==> src/logic/srx_pkg.sv <==
package srx_pkg;
	// Register offsets; the bus address is the register index itself, data in lane 0
	localparam logic [7:0] OFS_RX_A_VALID   = 8'h0a;
	localparam logic [7:0] OFS_RX_B_DATA    = 8'h0b;
	localparam logic [7:0] OFS_RX_B_VALID   = 8'h0c;
	localparam logic [7:0] OFS_TX_IRQ_EN    = 8'h0d;
	localparam logic [7:0] OFS_TX_IRQ_FLAGS = 8'h0e;
	localparam logic [7:0] OFS_TX_DATA      = 8'h0f;
	localparam logic [7:0] OFS_RX_A_DATA    = 8'h09;
	// Transmit interrupt field positions
	localparam int BIT_EMPTY     = 0;
	localparam int BIT_DONE      = 1;
	localparam int BIT_OVERFLOW  = 2;
	localparam int BIT_UNDERFLOW = 3;
	localparam logic [7:0] TX_IRQ_WMASK = 8'h0f;
	localparam logic [7:0] RST_BYTE     = 8'h00;
	localparam logic [2:0] RST_COUNT    = 3'h0;
	// Clock cycles per shifted bit; sets the serialiser speed
	localparam int TX_BIT_CYCLES = 4;

	typedef struct packed {
		logic [7:0] data;
		logic [7:0] valid;
	} srx_byte_s;

	typedef struct packed {
		logic       bit_valid;
		logic       bit_data;
		logic       byte_end;
	} srx_rx_bit_s;
endpackage : srx_pkg

==> src/logic/srx_tx_ser.sv <==
`timescale 1ns/100ps
// Transmit serialiser: holding byte, shift register and flag events
module srx_tx_ser
	import srx_pkg::*;
(
	input  wire logic       clock,
	input  wire logic       reset_n,
	input  wire logic       load,
	input  wire logic [7:0] load_data,
	input  wire logic       tx_enable,
	output logic            tx_bit,
	output logic            tx_bit_valid,
	output logic            ev_empty,
	output logic            ev_done,
	output logic            ev_overflow,
	output logic            ev_underflow
);
	typedef struct packed {
		logic [7:0] hold;
		logic       hold_full;
		logic [7:0] shift;
		logic [2:0] bits_left;
		logic       busy;
		logic [7:0] tick;
		logic       tx_bit;
		logic       tx_bit_valid;
		logic       ev_empty;
		logic       ev_done;
		logic       ev_overflow;
		logic       ev_underflow;
	} srx_tx_s;

	srx_tx_s st;
	srx_tx_s next_st;

	// Shift LSB first; the holding byte moves to the shifter when it runs dry
	always_comb begin
		logic moving;
		moving = tx_enable && !st.busy && st.hold_full;
		next_st = st;
		next_st.ev_empty = 1'b0;
		next_st.ev_done = 1'b0;
		next_st.ev_overflow = 1'b0;
		next_st.ev_underflow = 1'b0;
		next_st.tx_bit_valid = 1'b0;
		if (load) begin
			// A byte leaving for the shifter in this cycle is not overwritten
			if (st.hold_full && !moving)
				next_st.ev_overflow = 1'b1;
			next_st.hold = load_data;       // Newest byte wins on overflow
			next_st.hold_full = 1'b1;
		end
		if (tx_enable && !st.busy) begin
			if (st.hold_full) begin
				next_st.shift = st.hold;
				next_st.busy = 1'b1;
				next_st.bits_left = 3'h7;
				next_st.tick = 8'h00;
				next_st.hold_full = load;
				next_st.ev_empty = 1'b1;
			end else if (!load) begin
				next_st.ev_underflow = 1'b1;
			end
		end else if (st.busy) begin
			if (st.tick == 8'(TX_BIT_CYCLES - 1)) begin
				next_st.tick = 8'h00;
				next_st.tx_bit = st.shift[0];
				next_st.tx_bit_valid = 1'b1;
				next_st.shift = {1'b0, st.shift[7:1]};
				next_st.bits_left = st.bits_left - 3'h1;
				if (st.bits_left == RST_COUNT) begin
					next_st.busy = 1'b0;
					if (!st.hold_full && !load)
						next_st.ev_done = 1'b1;
				end
			end else begin
				next_st.tick = st.tick + 8'h01;
			end
		end
	end

	// State register
	always_ff @(posedge clock or negedge reset_n) begin
		if (!reset_n)
			st <= '0;
		else
			st <= next_st;
	end

	assign tx_bit = st.tx_bit;
	assign tx_bit_valid = st.tx_bit_valid;
	assign ev_empty = st.ev_empty;
	assign ev_done = st.ev_done;
	assign ev_overflow = st.ev_overflow;
	assign ev_underflow = st.ev_underflow;
endmodule : srx_tx_ser

==> src/logic/srx_regs.sv <==
// Register access over Avalon-MM was left to the implementer.
`timescale 1ns/100ps
module srx_regs
	import srx_pkg::*;
(
	input  wire logic        clock,
	input  wire logic        reset_n,
	input  wire logic [7:0]  avs_address,
	input  wire logic        avs_read,
	input  wire logic        avs_write,
	input  wire logic [31:0] avs_writedata,
	input  wire logic [3:0]  avs_byteenable,
	output logic      [31:0] avs_readdata,
	output logic             avs_waitrequest,
	input  wire logic        rx_a_bit,
	input  wire logic        rx_a_bit_valid,
	input  wire logic        rx_a_strobe,
	input  wire logic        rx_a_byte_end,
	input  wire logic        rx_b_bit,
	input  wire logic        rx_b_bit_valid,
	input  wire logic        rx_b_strobe,
	input  wire logic        rx_b_byte_end,
	input  wire logic        tx_enable,
	output logic             tx_bit,
	output logic             tx_bit_valid,
	output logic             rx_valid_data_a,
	output logic             rx_valid_data_b,
	output logic             irq
);
	typedef struct packed {
		srx_byte_s   asm_a;
		srx_byte_s   asm_b;
		logic [2:0]  pos_a;
		logic [2:0]  pos_b;
		srx_byte_s   out_a;
		srx_byte_s   out_b;
		logic        all_a;
		logic        all_b;
		logic [7:0]  irq_en;
		logic [7:0]  irq_flags;
		logic [31:0] rdata;
		logic        wait_n;
		logic        tx_load;
		logic [7:0]  tx_byte;
		logic        irq;
		logic [3:0]  sync1_a;
		logic [3:0]  sync2_a;
		logic [1:0]  prev_a;
		logic [3:0]  sync1_b;
		logic [3:0]  sync2_b;
		logic [1:0]  prev_b;
		logic [1:0]  sync_en;
	} srx_regs_s;

	srx_regs_s st;
	srx_regs_s next_st;
	logic      ev_empty;
	logic      ev_done;
	logic      ev_overflow;
	logic      ev_underflow;

	// Full address match; one byte register per address
	function automatic logic hit(input logic [7:0] addr, input logic [7:0] ofs);
		hit = (addr == ofs);
	endfunction : hit

	// Place one received bit at the current position, LSB first
	function automatic srx_byte_s put_bit(input srx_byte_s cur, input logic [2:0] pos,
		input logic b, input logic v);
		srx_byte_s r;
		r = cur;
		r.data[pos] = b;
		r.valid[pos] = v;
		put_bit = r;
	endfunction : put_bit

	srx_tx_ser u_tx (
		.clock        (clock),
		.reset_n      (reset_n),
		.load         (st.tx_load),
		.load_data    (st.tx_byte),
		.tx_enable    (st.sync_en[1]),
		.tx_bit       (tx_bit),
		.tx_bit_valid (tx_bit_valid),
		.ev_empty     (ev_empty),
		.ev_done      (ev_done),
		.ev_overflow  (ev_overflow),
		.ev_underflow (ev_underflow)
	);

	// Whole block state: sync, receive assembly, bus slave and interrupt flags
	always_comb begin
		logic [7:0] set;
		logic       rd_flags;
		logic       a_str;
		logic       b_str;
		logic       a_end;
		logic       b_end;
		set = 8'h00;
		rd_flags = 1'b0;
		next_st = st;
		// Two flops per pin, packed as strobe, frame end, valid, data
		next_st.sync1_a = {rx_a_strobe, rx_a_byte_end, rx_a_bit_valid, rx_a_bit};
		next_st.sync2_a = st.sync1_a;
		next_st.sync1_b = {rx_b_strobe, rx_b_byte_end, rx_b_bit_valid, rx_b_bit};
		next_st.sync2_b = st.sync1_b;
		next_st.sync_en = {st.sync_en[0], tx_enable};
		// Rising edges only, so a strobe held several clocks places one bit
		next_st.prev_a = st.sync2_a[3:2];
		next_st.prev_b = st.sync2_b[3:2];
		a_str = st.sync2_a[3] && !st.prev_a[1];
		a_end = st.sync2_a[2] && !st.prev_a[0];
		b_str = st.sync2_b[3] && !st.prev_b[1];
		b_end = st.sync2_b[2] && !st.prev_b[0];
		// Data and valid pass the same flops as the strobe, so they arrive together
		if (a_str) begin
			next_st.asm_a = put_bit(st.asm_a, st.pos_a, st.sync2_a[0], st.sync2_a[1]);
			next_st.pos_a = st.pos_a + 3'h1;
		end
		if (b_str) begin
			next_st.asm_b = put_bit(st.asm_b, st.pos_b, st.sync2_b[0], st.sync2_b[1]);
			next_st.pos_b = st.pos_b + 3'h1;
		end
		// A full byte or an early frame end moves the assembly to the host view
		if ((a_str && st.pos_a == 3'h7) || a_end) begin
			next_st.out_a = a_str ? next_st.asm_a : st.asm_a;
			next_st.all_a = &next_st.out_a.valid;
			next_st.asm_a = '0;
			next_st.pos_a = RST_COUNT;
		end
		if ((b_str && st.pos_b == 3'h7) || b_end) begin
			next_st.out_b = b_str ? next_st.asm_b : st.asm_b;
			next_st.all_b = &next_st.out_b.valid;
			next_st.asm_b = '0;
			next_st.pos_b = RST_COUNT;
		end
		// Avalon slave: one wait cycle, answer on the second edge
		next_st.tx_load = 1'b0;
		next_st.wait_n = 1'b0;
		if ((avs_read || avs_write) && !st.wait_n) begin
			next_st.wait_n = 1'b1;
			next_st.rdata = 32'h0000_0000;
			if (avs_read) begin
				if (hit(avs_address, OFS_RX_A_VALID))
					next_st.rdata[7:0] = st.out_a.valid;
				else if (hit(avs_address, OFS_RX_A_DATA))
					next_st.rdata[7:0] = st.out_a.data;
				else if (hit(avs_address, OFS_RX_B_DATA))
					next_st.rdata[7:0] = st.out_b.data;
				else if (hit(avs_address, OFS_RX_B_VALID))
					next_st.rdata[7:0] = st.out_b.valid;
				else if (hit(avs_address, OFS_TX_IRQ_EN))
					next_st.rdata[7:0] = st.irq_en;
				else if (hit(avs_address, OFS_TX_IRQ_FLAGS)) begin
					next_st.rdata[7:0] = st.irq_flags;
					rd_flags = 1'b1;
				end
			end
		end
		// A write lands at the edge that sees waitrequest low, never earlier
		if (avs_write && st.wait_n && avs_byteenable[0]) begin
			// Receive registers take no write
			if (hit(avs_address, OFS_TX_IRQ_EN))
				next_st.irq_en = avs_writedata[7:0] & TX_IRQ_WMASK;
			else if (hit(avs_address, OFS_TX_DATA)) begin
				next_st.tx_load = 1'b1;
				next_st.tx_byte = avs_writedata[7:0];
			end
		end
		// Events gated by their enables; set wins over the read clear
		set[BIT_UNDERFLOW] = ev_underflow && st.irq_en[BIT_UNDERFLOW];
		set[BIT_OVERFLOW] = ev_overflow && st.irq_en[BIT_OVERFLOW];
		set[BIT_DONE] = ev_done && st.irq_en[BIT_DONE];
		set[BIT_EMPTY] = ev_empty && st.irq_en[BIT_EMPTY];
		next_st.irq_flags = (rd_flags ? RST_BYTE : st.irq_flags) | set;
		next_st.irq = |(next_st.irq_flags & st.irq_en);
	end

	// State register
	always_ff @(posedge clock or negedge reset_n) begin
		if (!reset_n)
			st <= '0;
		else
			st <= next_st;
	end

	assign avs_readdata = st.rdata;
	assign avs_waitrequest = !st.wait_n;
	assign rx_valid_data_a = st.all_a;
	assign rx_valid_data_b = st.all_b;
	assign irq = st.irq;
endmodule : srx_regs

==> config.mk <==
export PLATFORM = sky130hd
export DESIGN_NAME = srx_regs
export DESIGN_NICKNAME = d
export VERILOG_FILES = /design/src/logic/srx_pkg.sv /design/src/logic/srx_tx_ser.sv /design/src/logic/srx_regs.sv
export SDC_FILE = /design/constraint.sdc
export NUM_CORES = 1
export LEC_CHECK = 0
export BUFFER_PORTS_ARGS = -buffer_cell sky130_fd_sc_hd__buf_2
export CORE_UTILIZATION = 52
export CTS_CLUSTER_DIAMETER = 60
export DETAILED_ROUTE_END_ITERATION = 6
export GPL_ROUTABILITY_DRIVEN = 0
export PLACE_DENSITY = 0.86
export SETUP_SLACK_MARGIN = 0.02
export SLEW_MARGIN = 20
export SYNTH_ARGS = -nofsm -noshare
export SYNTH_HDL_FRONTEND = slang
export SYNTH_SLANG_ARGS = --single-unit
==> constraint.sdc <==
create_clock -name clock -period 2.35 [get_ports clock]
set_clock_uncertainty 0.2 [all_clocks]
set_input_delay 0.3525 -clock clock [delete_from_list [all_inputs] [get_ports clock]]
set_output_delay 0.3525 -clock clock [all_outputs]
set_load 0.05 [all_outputs]
# Yosys cells after proc, flatten, opt, wreduce, memory -nomap -nowiden

Index checks and enable logic that the tools add are counted.
W data, S select, Z words.

Add/sub/neg operators: 4
Magnitude comparators: 4
Equality and inequality tests: 11
Muxes and demuxes: 60
Bitwise logic cells: 4
Reduce and logical (&&, ||, !) cells: 44

Operator list:

| operator              | count |
|---|---|
| $mux W16              | 6 |
| $mux W8               | 9 |
| $eq A8 B4 Y1 const B  | 7 |
| $bwmux W8             | 4 |
| $mux W1               | 27 |
| $mux W9               | 3 |
| $mux W22              | 1 |
| $mux W21              | 1 |
| $mux W20              | 1 |
| $logic_and A1 B1 Y1   | 19 |
| $reduce_and A8 Y1     | 2 |
| $mux W12              | 1 |
| $mux W3               | 4 |
| $logic_not A1 Y1      | 9 |
| $reduce_and A3 Y1     | 3 |
| $add A8 B1 Y8 const B | 1 |
| $and A8 B4 Y8         | 1 |
| $eq A8 B2 Y1 const B  | 1 |
| $lt A3 B4 Y1 const B  | 2 |
| $or A8 B4 Y8          | 1 |
| $reduce_bool A2 Y1    | 4 |
| $reduce_or A8 Y1      | 1 |
| $add A3 B1 Y3 const B | 2 |
| $demux W1 S3          | 2 |
| other kinds (9)       | 15 |

Flip-flop bits (word level): 160
Bits of input ports: 57
Word-level logic and storage cells: 165

# Logic depth before layout (Yosys ltp)

Depth after elaboration: 13
Mapped depth: 8
Depth with buffers taken out: 7

# Cells and area by module

From an unflattened synthesis, not the netlist that was laid out.

Cell total of the unflattened synthesis: 633
Area total of the unflattened synthesis: 7056.8 um2

Modules (own cells, without submodules):

| module     | times used | cells each | area an instance (um2) | seq. area each (um2) |
|---|---|---|---|---|
| srx_regs   | 1          | 498        | 5454.0                 | 3027.9 |
| srx_tx_ser | 1          | 135        | 1602.8                 | 875.8 |

# Worst setup path after synthesis

No wires, ideal clock.

Path type: register to register
Start point: reg u_tx.st[6] (netlist name)
End point: reg u_tx.st[15] (netlist name)
Arrival: 1.954 ns
Required time: 2.024 ns
Setup slack: 0.070 ns
Cell stages (with the launch flop): 9
Buffers on the path: 2
Clock period less this slack: 2.280 ns
Cell sequence: dfrtp_1 -> ha_1 -> or4b_4 -> or4_1 -> buf_6 -> inv_6 -> buf_12 -> xnor2_1 -> nand2_1

Word-level cells in the longest chain between the ends: 3

Ends and longest elaborated chain:

| element                             | line             | RTL |
|---|---|---|
| start: declaration                  | srx_tx_ser.sv:33 | `srx_tx_s st;` |
| start signal: assignment            | srx_tx_ser.sv:87 | `st <= next_st;` |
| $eq A8 B2 Y1                        | srx_tx_ser.sv:65 | `if (st.tick == 8'(TX_BIT_CYCLES - 1)) begin` |
| $reduce_bool A2 Y1 (no source line) | -                |  |
| $reduce_and A3 Y1 (no source line)  | -                |  |

Every way passes these cells.
A chain may end at the register's enable or synchronous reset.

# Worst setup path after layout

Start point: reg u_tx.st[6] (netlist name)
End point: reg u_tx.st[20] (netlist name)

The elaborated chain is that of the path after synthesis.

==> impl_results.md <==
* DIE AREA at 13600 um^2
* Grt ovf at 0
* Crit-path cells: ha_1 -> or4b_4 -> or4_4 -> inv_6 -> nor2_1 -> nand2_1 -> nand2_1
* Run status: completed
* Port Buffers at 43
* Critical Path Most Common Cell: nand2_1
* Largest net degree at the start of global routing at 53
* Synthesized area per cell at about 11 um^2
* Vias per cell at approximately 5.6
* Critical Path End Type: flip-flop
* Net count, final at between 700 and 800
* Buf/Inv on CP at 1
* Finished Layout Cells at roughly 880
* Worst Path Class, Setup: flip-flop to flip-flop
* H-tree depth at 4
* Beginning of the worst hold path: next_st[15]
* Worst slew pin tran at 0.743 ns
* Pre-CTS WS at roughly 0.024 ns
* Die height at between 100 and 150 um
* Number of flops mapped to enable cells by yosys at 0
* Slowest stage cell on the critical path: or4_4
* Final WL at 13.7 mm
* Layout cell share with drive strength beyond 1 at between 15 and 20%
* Max Clk Rate at between 400 and 500 MHz
* Worst skew pair latency at 0.42 ns
* DR WL/cell at 15.6 um
* # IOs at 95
* Max clock buf depth at 2
* Post-route worst setup slack at 0.137 ns
* Hold Crit Depth at 0
* GRT Resource Usage Total at ~23%
* DP Wirelength at just over 9 mm
* CP startpoint: u_tx.st[6]
* Post-route ant nets at 0
* Post-synth top area cell: dfrtp_1
* CP Data Required Time at 2.45 ns
* # fillers at 949
* Initial Utilization at 53.6%
* YS warnings at 0
* Min Tclk post-route at 2.21 ns
* Critical path's top delay family: simple AND/OR/NAND/NOR gates
* First-pass GRT wire length at roughly 23 mm
* Setup_tns at 0 ns
* Flop-to-flop setup slack at about 0.14 ns
* Initial antenna violation count at 0
* Area share of the largest cell type after synthesis at ~57%
* Worst-path clk slew at roughly 0.060 ns
* DR iter-0 viols at approximately 440
* P&R area growth vs syn at 16.3%
* Core ar. at between 10000 and 15000 um^2
* Worst Reg-to-Reg Cells at 7
* Dpl cells at between 800 and 900
* Critical Path AT at roughly 2.3 ns
* Leak at 3.89 nW
* Max-slew violations at 0
* Crit path max fanout at 7
* Fin crit share at between 90% and 100%
* CP Launch Type: flip-flop
* Max-slew headroom at about half
* Most frequent cells in the layout: 156 x dfrtp_1, 91 x nor2_1, 56 x a21oi_1, 49 x nand2_1, 44 x mux2i_1
* FF+latch count, synth at between 150 and 200
* Final hold vios at 0
* CTS tree: done
* CP Depth at 7
* Pre-Repair DR Iteration Count at 6
* Crit path largest cell delay at around 0.48 ns
* Post-synth top flop: dfrtp_1
* Die Width at ~120 um
* Via count at 4943
* Hold Path Class: flip-flop to flip-flop
* Sequential-to-total area share from yosys stat at between 50% and 60%
* CTS sink count at roughly 160
* Postcts setup bufs at 0
* Distinct cells, synth at 54
* Worst vdd ir at between 0.0005 and 0.0006 V
* Async set-or-reset flop fraction in the synthesized netlist at 100%
* Top cells by area, synth: dfrtp_1 57%, mux2i_1 6.5%, nor2_1 5.0%, a21oi_1 4.1%, buf_4 3.5%
* Synthesized cell area at 6810 um^2
* # DRC at 0
* RSZ-0062 raised after global routing: no
* Worst r2r src: u_tx.st[6]
* Total CTS buffers at 17
* Vias in the first global route at between 4000 and 5000
* MaxCap Viol Count at 0
* N_diodes at 0
* Pwr Density at between 800 and 900 nW/um^2
* Commonest non-fill, non-tap cell in the layout: dfrtp_1
* Rows at 41
* Cells after Synth at between 600 and 700
* Fin util at slightly above 60%
* Setup violators final at 0
* Clock tree root driver cell: clkbuf_16
==> path summary, 6_finish.rpt <==
kind	end
max	u_tx.st[20]
min	st[15]
max reg2reg	u_tx.st[20]
min reg2reg	st[15]
max in group asynchronous	st[96]
min in group asynchronous	next_st[14]
==> Yosys cell counts (all sizes together) (3+ instances only) <==
| master | count |
|---|---|
| dfrtp | 156 |
| nor2 | 91 |
| a21oi | 56 |
| nand2 | 49 |
| mux2i | 44 |
| buf | 40 |
| o21ai | 26 |
| clkbuf | 20 |
| mux2 | 20 |
| inv | 14 |
| a22oi | 11 |
| nand3 | 11 |
| nor3 | 9 |
| a22o | 7 |
| ha | 7 |
| nand4 | 7 |
| nor2b | 7 |
| nand2b | 6 |
| nand3b | 6 |
| and3 | 4 |
| o22ai | 4 |
| a21o | 3 |
| a221o | 3 |
| a31oi | 3 |
| xnor2 | 3 |
==> where the power goes <==
| part | internal (mW) | switching, mW |
|---|---|---|
| combinational | 0.252 | 0.449 |
| sequential | 2.86 | 0.147 |
| clock | 1.75 | 1.00 |
==> final cells by class <==
cell class	instances	area, um^2	area share [%]
sequential	156	3900	49.3
multi-input combinational	427	2570	32.4
timing repair buffer	82	584	7.38
clock buffer	25	485	6.13
tap	172	215	2.72
clock inverter	5	108	1.36
inverter	14	57.6	0.726
==> metrics by stage <==
step	hold WS (ns)	area [um^2]	power [mW]
after CTS	0.147	7920	6.50
after global routing	0.153	7920	6.71
after detailed placement	0.128	7150	3.72
final	0.145	7920	6.46
after floorplan	-0.143	6900	3.50
after global placement	0.126	7150	3.68
==> kinds of logic (layout without fill, tap and decap cells) <==
| family | after synthesis | in the layout | synth area share [%] |
|---|---|---|---|
| XOR/XNOR | 4 | 4 | 0.514 |
| multiplexers | 64 | 64 | 9.77 |
| adder cells (fa/ha/maj) | 7 | 7 | 1.29 |
| flip-flops | 156 | 156 | 57.3 |
| AND/OR/NAND/NOR | 202 | 202 | 13.5 |
| AO/OA/AOI/OAI | 126 | 126 | 11.2 |
| buffers and inverters | 74 | 126 | 6.32 |
| other | 1 | 24 | 0.0550 |
==> flip-flops by register name (all words and copies together), names as in the netlist <==
name and flops:
st 97, avs_readdata 8, next_st 13, u_tx.ev_empty 1, u_tx.st 29, u_tx.tx_bit 1, irq 1, u_tx.ev_underflow 1
u_tx.ev_done 1, rx_valid_data_a 1, rx_valid_data_b 1, u_tx.ev_overflow 1, u_tx.tx_bit_valid 1
==> timing repair <==
item	in CTS	in global routing
endpoints found under the setup margin	0	9
resized for setup	0	1
hold buffers	18	0
hold endpoints to repair	68	0
==> per-layer routing <==
| layer | track usage (%) | part of all wire (%) | vias to the layer above |
|---|---|---|---|
| met1 | 28.6 | 42 | 2479 |
| met3 | 6.95 | 6.2 | 27 |
| li1 | - | - | 2275 |
| met4 | 7.35 | 1.2 | 0 |
| met2 | 38.1 | 51 | 162 |
| met5 | 0 | 0 | - |
Note: power is estimated with default switching activity, not from simulation.
